## config.mk

```make
export PLATFORM = sky130hd
export DESIGN_NAME = epsc_ctrl
export DESIGN_NICKNAME = d
export VERILOG_FILES = /design/src/include/epsc_pkg.sv /design/src/core/epsc_flag.sv /design/src/core/epsc_ctrl.sv
export SDC_FILE = /design/constraint.sdc
export NUM_CORES = 1
export LEC_CHECK = 0
export ABC_AREA = 1
export BUFFER_PORTS_ARGS = -buffer_cell sky130_fd_sc_hd__clkbuf_2
export CAP_MARGIN = 20
export CORE_ASPECT_RATIO = 1.75
export CORE_MARGIN = 10
export CORE_UTILIZATION = 48
export CTS_BUF_LIST = sky130_fd_sc_hd__clkbuf_16
export CTS_CLUSTER_DIAMETER = 150
export CTS_CLUSTER_SIZE = 28
export DETAILED_ROUTE_END_ITERATION = 10
export GPL_ROUTABILITY_DRIVEN = 0
export PLACE_DENSITY_LB_ADDON = 0.12
export REMOVE_ABC_BUFFERS = 1
export SLEW_MARGIN = 40
export SYNTH_ARGS = -nofsm -noshare
export SYNTH_HDL_FRONTEND = slang
export SYNTH_HIERARCHICAL = 1
export SYNTH_SLANG_ARGS = --single-unit
```

## constraint.sdc

```tcl
create_clock -name clk_in -period 3.1 [get_ports clk_in]
set_clock_uncertainty 0.2 [all_clocks]
set_input_delay 0.62 -clock clk_in [delete_from_list [all_inputs] [get_ports clk_in]]
set_output_delay 0.62 -clock clk_in [all_outputs]
set_load 0.005 [all_outputs]
```

## src/include/epsc_pkg.sv

```systemverilog
/*
  package for the exception pending state control block: register map,
  field positions, reset values and the carrier structs.
  assumes an APB slave with 32-bit data, one aligned word per register.
*/
package epsc_pkg;
  localparam logic [11:0] EPSC_ADDR_CTRL_STATE = 12'h004;
  localparam logic [11:0] EPSC_ADDR_RESET_CTRL = 12'h00c;
  localparam logic [11:0] EPSC_ADDR_IRQ_STATUS = 12'h010;
  localparam logic [11:0] EPSC_ADDR_IRQ_MASK = 12'h014;
  localparam int EPSC_NMI_SET_BIT = 31;
  localparam int EPSC_DSV_SET_BIT = 28;
  localparam int EPSC_DSV_CLR_BIT = 27;
  localparam int EPSC_TICK_SET_BIT = 26;
  localparam int EPSC_TICK_CLR_BIT = 25;
  localparam int EPSC_ANY_IRQ_BIT = 22;
  localparam int EPSC_TOP_LSB = 12;
  localparam int EPSC_CUR_LSB = 0;
  localparam int EPSC_NUM_W = 6;
  localparam int EPSC_KEY_LSB = 16;
  localparam logic [15:0] EPSC_WRITE_KEY = 16'h05fa;
  localparam int EPSC_ENDIAN_BIT = 15;
  localparam int EPSC_SYSRST_BIT = 2;
  localparam int EPSC_EVT_W = 4;
  localparam logic [3:0] EPSC_MASK_RESET = 4'h0;
  localparam logic [31:0] EPSC_ERR_DATA = 32'h0000_0000;

  // event bits: 0 nmi set, 1 deferred set, 2 tick set, 3 rejected key write
  typedef struct packed {
    logic nmi_pending;
    logic deferred_pending;
    logic tick_pending;
  } epsc_pend_t;

  typedef struct packed {
    logic any_irq_waiting;
    logic [5:0] top_waiting_number;
    logic [5:0] current_exception_number;
    logic nmi_handler_entry;
  } epsc_core_t;
endpackage : epsc_pkg

```

## src/core/epsc_flag.sv

```systemverilog
/*
  one pending flag with set and clear pulses; set wins over clear.
  assumes one clock and an asynchronous active-low reset.
*/
`timescale 1ns/1ps
`default_nettype none
module epsc_flag (
  input wire logic clk_in,
  input wire logic nrst_in,
  input wire logic set_in,
  input wire logic clr_in,
  output logic flag_out
);
  logic next_flag;

  always_comb begin
    next_flag = flag_out;
    if (clr_in) begin
      next_flag = 1'b0;
    end
    // a set in the clear cycle is not lost
    if (set_in) begin
      next_flag = 1'b1;
    end
  end

  always_ff @(posedge clk_in or negedge nrst_in) begin
    if (!nrst_in) begin
      flag_out <= 1'b0;
    end else begin
      flag_out <= next_flag;
    end
  end
endmodule : epsc_flag
`default_nettype wire

```

## src/core/epsc_ctrl.sv

```systemverilog
/*
  exception pending state control: control and state register, reset
  control key check, sticky event status with mask and one interrupt.
  assumes an APB master on clk_in and prioritisation logic outside that
  supplies the pending and active numbers as synchronous inputs.
*/
// Chosen here: the APB register port and the register offsets.
// Notes on behaviour
// - writing one to bit 31 makes the non-maskable exception pending
// - entering the non-maskable handler clears its pending bit
// - bit 28 write one sets deferred-service pending, zero no effect
// - bit 28 reads the deferred-service pending state
// - only a software write of one pends the deferred-service exception
// - bit 27 write one clears deferred-service pending, write-only
// - bit 26 sets tick pending on one and reads its state
// - bit 25 write one clears tick pending, write-only
// - bit 22 reads one when any interrupt pends, excluding nmi and faults
// - bits 17 to 12 give top pending enabled exception number, else zero
// - bits 5 to 0 give active exception number, zero in thread mode
// - active number equals low six bits of status exception field
// - reset control ignores writes whose key is not 0x05fa
// - reset control reports endianness and requests system reset
`timescale 1ns/1ps
`default_nettype none
module epsc_ctrl
  import epsc_pkg::*;
#(
  parameter logic BIG_ENDIAN = 1'b0
) (
  input wire logic clk_in,
  input wire logic nrst_in,
  input wire logic psel_in,
  input wire logic penable_in,
  input wire logic pwrite_in,
  input wire logic [11:0] paddr_in,
  input wire logic [31:0] pwdata_in,
  output logic [31:0] prdata_out,
  output logic pready_out,
  output logic pslverr_out,
  input wire epsc_core_t core_in,
  output var epsc_pend_t pend_out,
  output logic sys_reset_req_out,
  output logic irq_out
);
  logic wr_access;
  logic rd_access;
  logic mapped;
  logic wr_ctrl;
  logic wr_reset;
  logic key_ok;
  logic nmi_set;
  logic dsv_set;
  logic dsv_clr;
  logic tick_set;
  logic tick_clr;
  logic nmi_flag;
  logic dsv_flag;
  logic tick_flag;
  logic [EPSC_EVT_W-1:0] evt;
  logic [EPSC_EVT_W-1:0] status;
  logic [EPSC_EVT_W-1:0] mask;
  logic [EPSC_EVT_W-1:0] next_status;
  logic [EPSC_EVT_W-1:0] next_mask;
  logic [31:0] ctrl_word;
  logic [31:0] rd_word;
  logic [31:0] next_prdata;
  logic next_pready;
  logic next_pslverr;
  logic next_sysrst;
  logic next_irq;
  epsc_pend_t next_pend;

  // one wait state: the access cycle is answered on its second edge
  assign wr_access = psel_in && penable_in && !pready_out && pwrite_in;
  assign rd_access = psel_in && penable_in && !pready_out && !pwrite_in;
  assign mapped = (paddr_in == EPSC_ADDR_CTRL_STATE) || (paddr_in == EPSC_ADDR_RESET_CTRL) ||
                  (paddr_in == EPSC_ADDR_IRQ_STATUS) || (paddr_in == EPSC_ADDR_IRQ_MASK);
  assign wr_ctrl = wr_access && (paddr_in == EPSC_ADDR_CTRL_STATE);
  assign wr_reset = wr_access && (paddr_in == EPSC_ADDR_RESET_CTRL);
  assign key_ok = pwdata_in[EPSC_KEY_LSB +: 16] == EPSC_WRITE_KEY;

  // zero bits ignored; only these write strobes reach the flags
  assign nmi_set = wr_ctrl && pwdata_in[EPSC_NMI_SET_BIT];
  assign dsv_set = wr_ctrl && pwdata_in[EPSC_DSV_SET_BIT];
  assign dsv_clr = wr_ctrl && pwdata_in[EPSC_DSV_CLR_BIT];
  assign tick_set = wr_ctrl && pwdata_in[EPSC_TICK_SET_BIT];
  assign tick_clr = wr_ctrl && pwdata_in[EPSC_TICK_CLR_BIT];

  epsc_flag u_nmi (
    .clk_in(clk_in),
    .nrst_in(nrst_in),
    .set_in(nmi_set),
    .clr_in(core_in.nmi_handler_entry),
    .flag_out(nmi_flag)
  );

  // both set and clear in one write: set wins, a legal pick for that case
  epsc_flag u_dsv (
    .clk_in(clk_in),
    .nrst_in(nrst_in),
    .set_in(dsv_set),
    .clr_in(dsv_clr),
    .flag_out(dsv_flag)
  );

  epsc_flag u_tick (
    .clk_in(clk_in),
    .nrst_in(nrst_in),
    .set_in(tick_set),
    .clr_in(tick_clr),
    .flag_out(tick_flag)
  );

  assign evt = {wr_reset && !key_ok, tick_set, dsv_set, nmi_set};

  always_comb begin
    ctrl_word = 32'h0000_0000;
    ctrl_word[EPSC_NMI_SET_BIT] = nmi_flag;
    ctrl_word[EPSC_DSV_SET_BIT] = dsv_flag;
    ctrl_word[EPSC_TICK_SET_BIT] = tick_flag;
    // clear bits are write-only and read zero here
    ctrl_word[EPSC_TICK_CLR_BIT] = 1'b0;
    ctrl_word[EPSC_ANY_IRQ_BIT] = core_in.any_irq_waiting;
    ctrl_word[EPSC_TOP_LSB +: EPSC_NUM_W] = core_in.top_waiting_number;
    ctrl_word[EPSC_CUR_LSB +: EPSC_NUM_W] = core_in.current_exception_number;
  end

  always_comb begin
    rd_word = EPSC_ERR_DATA;
    case (paddr_in)
      EPSC_ADDR_CTRL_STATE: rd_word = ctrl_word;
      EPSC_ADDR_RESET_CTRL: begin
        rd_word[EPSC_ENDIAN_BIT] = BIG_ENDIAN;
      end
      EPSC_ADDR_IRQ_STATUS: rd_word[EPSC_EVT_W-1:0] = status;
      EPSC_ADDR_IRQ_MASK: rd_word[EPSC_EVT_W-1:0] = mask;
      default: rd_word = EPSC_ERR_DATA;
    endcase
  end

  always_comb begin
    next_pready = psel_in && penable_in && !pready_out;
    next_pslverr = next_pready && !mapped;
    next_prdata = prdata_out;
    if (rd_access) begin
      next_prdata = rd_word;
    end
    next_sysrst = wr_reset && key_ok && pwdata_in[EPSC_SYSRST_BIT];
    next_mask = mask;
    if (wr_access && paddr_in == EPSC_ADDR_IRQ_MASK) begin
      next_mask = pwdata_in[EPSC_EVT_W-1:0];
    end
    next_status = status;
    if (wr_access && paddr_in == EPSC_ADDR_IRQ_STATUS) begin
      next_status = status & ~pwdata_in[EPSC_EVT_W-1:0];
    end
    // new events win over a write-one clear in the same cycle
    next_status = next_status | evt;
    next_irq = |(next_status & next_mask);
    next_pend = '{nmi_pending: nmi_flag, deferred_pending: dsv_flag, tick_pending: tick_flag};
  end

  always_ff @(posedge clk_in or negedge nrst_in) begin
    if (!nrst_in) begin
      prdata_out <= 32'h0000_0000;
      pready_out <= 1'b0;
      pslverr_out <= 1'b0;
      sys_reset_req_out <= 1'b0;
      status <= '0;
      mask <= EPSC_MASK_RESET;
      irq_out <= 1'b0;
      pend_out <= '0;
    end else begin
      prdata_out <= next_prdata;
      pready_out <= next_pready;
      pslverr_out <= next_pslverr;
      sys_reset_req_out <= next_sysrst;
      status <= next_status;
      mask <= next_mask;
      irq_out <= next_irq;
      pend_out <= next_pend;
    end
  end
endmodule : epsc_ctrl
`default_nettype wire

```

### After elaboration in Yosys (flattened, before gate mapping)

Cells that the tools add are included.

| word-level totals | value |
|---|---|
| register bits | 50 |
| bits of input ports | 63 |
| output and inout port bits | 39 |
| logic and storage cells | 62 |

| operators by class | value |
|---|---|
| equal/unequal tests | 5 |
| muxes and demuxes | 12 |
| bitwise gates (word level) | 4 |
| reductions and logical operators | 28 |

Operator list:

| cell | number |
|---|---|
| $eq A12 B5 Y1 const B | 2 |
| $logic_and A1 B1 Y1 | 17 |
| $eq A16 B11 Y1 const B | 1 |
| $mux W16 | 1 |
| $eq A12 B3 Y1 const B | 1 |
| $eq A12 B4 Y1 const B | 1 |
| $pmux W4 S3 | 1 |
| $mux W11 | 1 |
| $and A4 B4 Y4 | 2 |
| $mux W4 | 2 |
| $mux W1 | 7 |
| $reduce_bool A2 Y1 | 3 |
| $logic_not A1 Y1 | 4 |
| $not A4 Y4 | 1 |
| $or A4 B4 Y4 | 1 |
| $reduce_or A4 Y1 | 1 |
| $logic_or A1 B1 Y1 | 3 |

### Logic depth before layout (Yosys ltp)

| depth | value |
|---|---|
| depth after elaboration | 8 |
| depth in mapped cells | 11 |

### Cells and area by module

Netlist, hierarchy kept.

By module, submodules not included:

| module | times used | cells an instance | area an instance (sq um) |
|---|---|---|---|
| epsc_ctrl | 1 | 216 | 1726.7 |
| epsc_flag | 3 | 5 | 40.0 |

### Least setup slack after synthesis

No wires, ideal clock.

| path | value |
|---|---|
| path kind | input-to-reg |
| start point | input paddr_in[11] |
| end point | register irq_out |
| setup time | 0.116 ns |
| arrival | 1.446 ns |
| required time | 2.784 ns |
| path slack | 1.338 ns |
| stages on the path | 11 |
| path buffers | 1 |
| cells stage by stage | nor2_1 -> nand2_2 -> inv_2 -> buf_4 -> nand4_1 -> nand2_1 -> nand2_1 -> nand2_1 -> nand2_1 -> inv_1 -> nand2_1 |

| on the way | value |
|---|---|
| word-level cells in the longest chain between the ends | 6 |
| elaborated cells between the ends (all ways) | 17 |
| those cells by class | 4 x eq/ne; 2 x mux; 2 x bitwise; 9 x reduce/logical |

Ends and longest elaborated chain:

| item | line | RTL |
|---|---|---|
| from (decl) | epsc_ctrl.sv:35 | `input wire logic [11:0] paddr_in,` |
| $eq A12 B5 Y1 / $eq A12 B3 Y1 (equally long branches) | epsc_ctrl.sv:154, epsc_ctrl.sv:78 |  |
| $logic_and A1 B1 Y1, on equally long branches | epsc_ctrl.sv:154, epsc_ctrl.sv:78 |  |
| $mux W4 / $logic_and A1 B1 Y1 (equally long branches) | epsc_ctrl.sv:154, epsc_ctrl.sv:86 |  |
| $or A4 B4 Y4 (*) | epsc_ctrl.sv:158 | `next_status = next_status \| evt;` |
| net next_status[2] | epsc_ctrl.sv:62 | `logic [EPSC_EVT_W-1:0] next_status;` |
| $and A4 B4 Y4 (*) | epsc_ctrl.sv:159 | `next_irq = \|(next_status & next_mask);` |
| $reduce_or A4 Y1 (*) | epsc_ctrl.sv:159 |  |
| net next_irq | epsc_ctrl.sv:70 | `logic next_irq;` |
| to (signal assigned) | epsc_ctrl.sv:180 | `irq_out <= next_irq;` |
| to (decl) | epsc_ctrl.sv:43 | `output logic irq_out` |

The timed path passes the listed nets; every way through them passes the cells marked *.
A chain may end at the register's enable or synchronous reset.

### Worst setup path in the final report

| path | value |
|---|---|
| start point | input paddr_in[7] |
| end point | register prdata_out[3] |

| on the way | value |
|---|---|
| word-level cells in the longest chain between the ends | 2 |
| elaborated cells between the ends (all ways) | 4 |
| those cells by class | 3 x eq/ne; 1 x mux |

Ends and longest elaborated chain:

| item | line | RTL |
|---|---|---|
| $eq A12 B5 Y1 / $eq A12 B3 Y1 (equally long branches) | epsc_ctrl.sv:130 | `case (paddr_in)` |
| $pmux W4 S3 (*) | epsc_ctrl.sv:130 |  |
| to (signal assigned) | epsc_ctrl.sv:174 | `prdata_out <= next_prdata;` |
| to (decl) | epsc_ctrl.sv:37 | `output logic [31:0] prdata_out,` |

Every way passes the cells marked *; elsewhere a longest branch is shown, timed or not.

==> run summary <==
CTS tree -> yes
largest family of logic cells by synthesized area -> simple AND/OR/NAND/NOR gates
fin area -> 2325 sq um
largest net degree at the start of global routing -> 35
RSZ-0062 raised after global routing -> false
Area Overhead vs Synth -> 25.88%
Hold Slack -> 0.1205 ns
Startpoint Class -> primary input
leakage -> 1.296 nW
Crit. End Element -> flip-flop
final core occ -> 63.43%
All-Layer GR Usage -> 14.12%
first-pass GRT wire length -> 7479 microns
flops & latches, synth -> 34
worst-skew pair later-pin latency -> 0.27 ns
Via density -> 4.686
post-synthesis compound-gate area fraction -> 3.726%
distinct cell type count after synthesis -> 25
Mapped Cells -> 231
CP max FO -> 5
endpoints failing hold -> 0
post-CTS setup buffers -> 0
First-pass DRT Iterations -> 4
number of diodes -> 0
clk buf depth -> 2
DRC violations left -> 0
critical path's slowest cell -> nor3b_2
initial antenna violation count -> 0
NumNets Final -> 369
cts hold-fix bufs -> 0
CP required -> 3.11 ns
worst hold path class -> in -> async
crit-path cells -> clkbuf_2 > nor2_4 > nand2_1 > nor2_2 > nor3b_2 > nand2_1 > nand3_1 > nand2_1 > nand2_1
post-route ant nets -> 0
Initial Utilization -> 50.39%
Reg2Reg Setup Slack -> 1.42 ns
Core Area -> 3665 sq um
Routed WL -> 4672 microns
crit path kind -> in -> reg
post-DP HPWL -> 3781 microns
Die ar. -> 6826 sq um
pwr dens -> 425.5 nW/um^2
PostCTS Resize Cnt -> 0
Post-Synth XOR/XNOR Area -> 0%
Max IR drop VDD -> 0.3171 mV
Avg WL per Cell -> 13.24 microns
reg2reg start -> pready_out
CTS buffer count -> 5
vias in the first global route -> 1698
Die W -> 66.89 microns
Clock transition at path regs -> 0.05 ns
post-synthesis sequential area ratio -> 46.07%
Peak Freq -> 571.3 MHz
Non-Filler Instances -> 353
final period utilization -> 56.46%
Root Buffer -> clkbuf_16
Data arrival, critical path -> 1.76 ns
number of synthesis warnings -> 6
status -> complete, no violations
Max Cap Violations -> 0
Syn Area/Cell -> 7.995 sq um
fin. max-slew vios -> 0
CTS Sinks -> 34
reg-to-reg endpoint -> irq_out
Port Buffer Count -> 73
layout cells sized above 1 -> 32.25%
CTS H-tree lvls -> 2
Placed Cells -> 345
post-synthesis simple-gate area fraction -> 37.26%
post-layout minimum cycle time -> 1.750 ns
global route overflow -> 0
Vias -> 1654
Initial DRC Count -> 79
slowest stage delay, CP -> 0.36 ns
crit-path most repeated cell -> nand2_1
Ports -> 102
setup TNS -> 0 ns
post-synthesis mux area share -> 0%
Worst Reg2Reg Path Length in Cells -> 11
DIE HEIGHT -> 102.1 microns
post-synthesis adder-cell area fraction -> 0%
Std-Cell Rows -> 29
placed cell area -> 2187 sq um
setup violators final -> 0
Synth Cell Area -> 1847 sq um
## per-layer routing
metal	vias up	track usage, %	share of wire [%]
met4	0	6.667	1.6
met1	749	13.84	35
met5	-	0	0
li1	842	-	-
met3	5	5.915	9.3
met2	58	24.71	54
## report_power, final
part           internal (mW)  total [mW]  leakage (nW)  switching (mW)
clock network          0.290       0.459        0.0724           0.169
registers              0.446       0.447         0.474        0.000548
logic                 0.0325      0.0836         0.751          0.0511
total                  0.768       0.989          1.30           0.221
## critical path: cells and delay by family
| family | cells | cell delay [ns] |
|---|---|---|
| and+or+nand+nor | 8 | 1.04 |
| buffers and inverters | 1 | 0.10 |
## cell usage after synthesis
master	count	share of area, %
nand2_1	82	17
dfrtp_1	34	46
inv_1	20	4.1
buf_4	18	7.3
nor2_1	16	3.3
nand4_1	13	4.4
o21ai_0	12	3.3
nand3_1	10	2.7
nor2_2	4	1.4
nor2_4	4	2.4
buf_2	2	0.54
inv_2	2	0.41
nand3_4	2	1.9
clkbuf_1	1	0.20
clkinv_1	1	0.20
conb_1	1	0.20
nand2_2	1	0.34
nand2_4	1	0.61
nand3_2	1	0.54
nor2_8	1	1.1
nor3_2	1	0.54
nor3b_1	1	0.41
nor3b_2	1	0.68
nor4_1	1	0.34
o21ai_2	1	0.47
## logic make-up (layout without fill, tap and decap cells)
group,count (synthesis),after routing
and+or+nand+nor,139,139
buffers and inverters,44,105
DFF,34,34
AOI/OAI and AO/OA,13,13
other,1,16
## how the worst max path moves through the flow
stage | start | endpoint | slack, ns | cells after the start
after floorplan | psel_in | prdata_out[12] | 1.22 | 5
after global placement | paddr_in[7] | prdata_out[3] | 1.09 | 9
after detailed placement | paddr_in[7] | u_dsv/flag_out | 1.07 | 11
after CTS | paddr_in[7] | prdata_out[3] | 1.35 | 9
after global routing | paddr_in[11] | u_tick/flag_out | 1.19 | 11
final | paddr_in[7] | prdata_out[3] | 1.35 | 9
## flip-flops by register name (all words and copies together) (netlist names)
signal,flops
u_nmi/flag_out,1
sys_reset_req_out,1
pslverr_out,1
irq_out,1
pready_out,1
prdata_out,16
status,4
mask,4
u_dsv/flag_out,1
pend_out,3
u_tick/flag_out,1
## final cells by class
type	instances	area [sq um]
clock inverter	3	12.51
multi-input combinational	168	817.0
inverter	23	86.33
timing repair buffer	74	375.4
fill	377	1340
clock buffer	5	125.1
tap	46	57.56
sequential	34	850.8
## stage by stage
stage / power (mW) / worst slack [ns]
2_1_floorplan: 0.4852 / 1.223
3_3_place_gp: 0.5363 / 1.089
4_1_cts: 0.9943 / 1.353
5_1_grt: 1.024 / 1.194
6_report: 0.9893 / 1.350
3_5_place_dp: 0.5375 / 1.074
## placed cells by master, fill, tap and decap left out
| cell type | Yosys | final |
|---|---|---|
| clkbuf_2 | 0 | 72 |
| nor2_1 | 16 | 16 |
| clkbuf_4 | 0 | 1 |
| nor3b_2 | 1 | 1 |
| nor2_4 | 4 | 4 |
| nand3_2 | 1 | 1 |
| nor2_2 | 4 | 4 |
| buf_4 | 18 | 1 |
| dfrtp_1 | 34 | 34 |
| o21ai_2 | 1 | 1 |
| nand2_2 | 1 | 1 |
| nand4_1 | 13 | 13 |
| nand2_4 | 1 | 1 |
| nand2_1 | 82 | 82 |
| nor4_1 | 1 | 1 |
| clkbuf_16 | 0 | 5 |
| clkinv_1 | 1 | 2 |
| clkinv_2 | 0 | 1 |
| inv_1 | 20 | 21 |
| nor3_2 | 1 | 1 |
| nor3b_1 | 1 | 1 |
| o21ai_0 | 12 | 12 |
| conb_1 | 1 | 16 |
| nand3_4 | 2 | 2 |
| inv_2 | 2 | 2 |
| nor2_8 | 1 | 1 |
| nand3_1 | 10 | 10 |
Note: power is estimated with default switching activity, not from simulation.
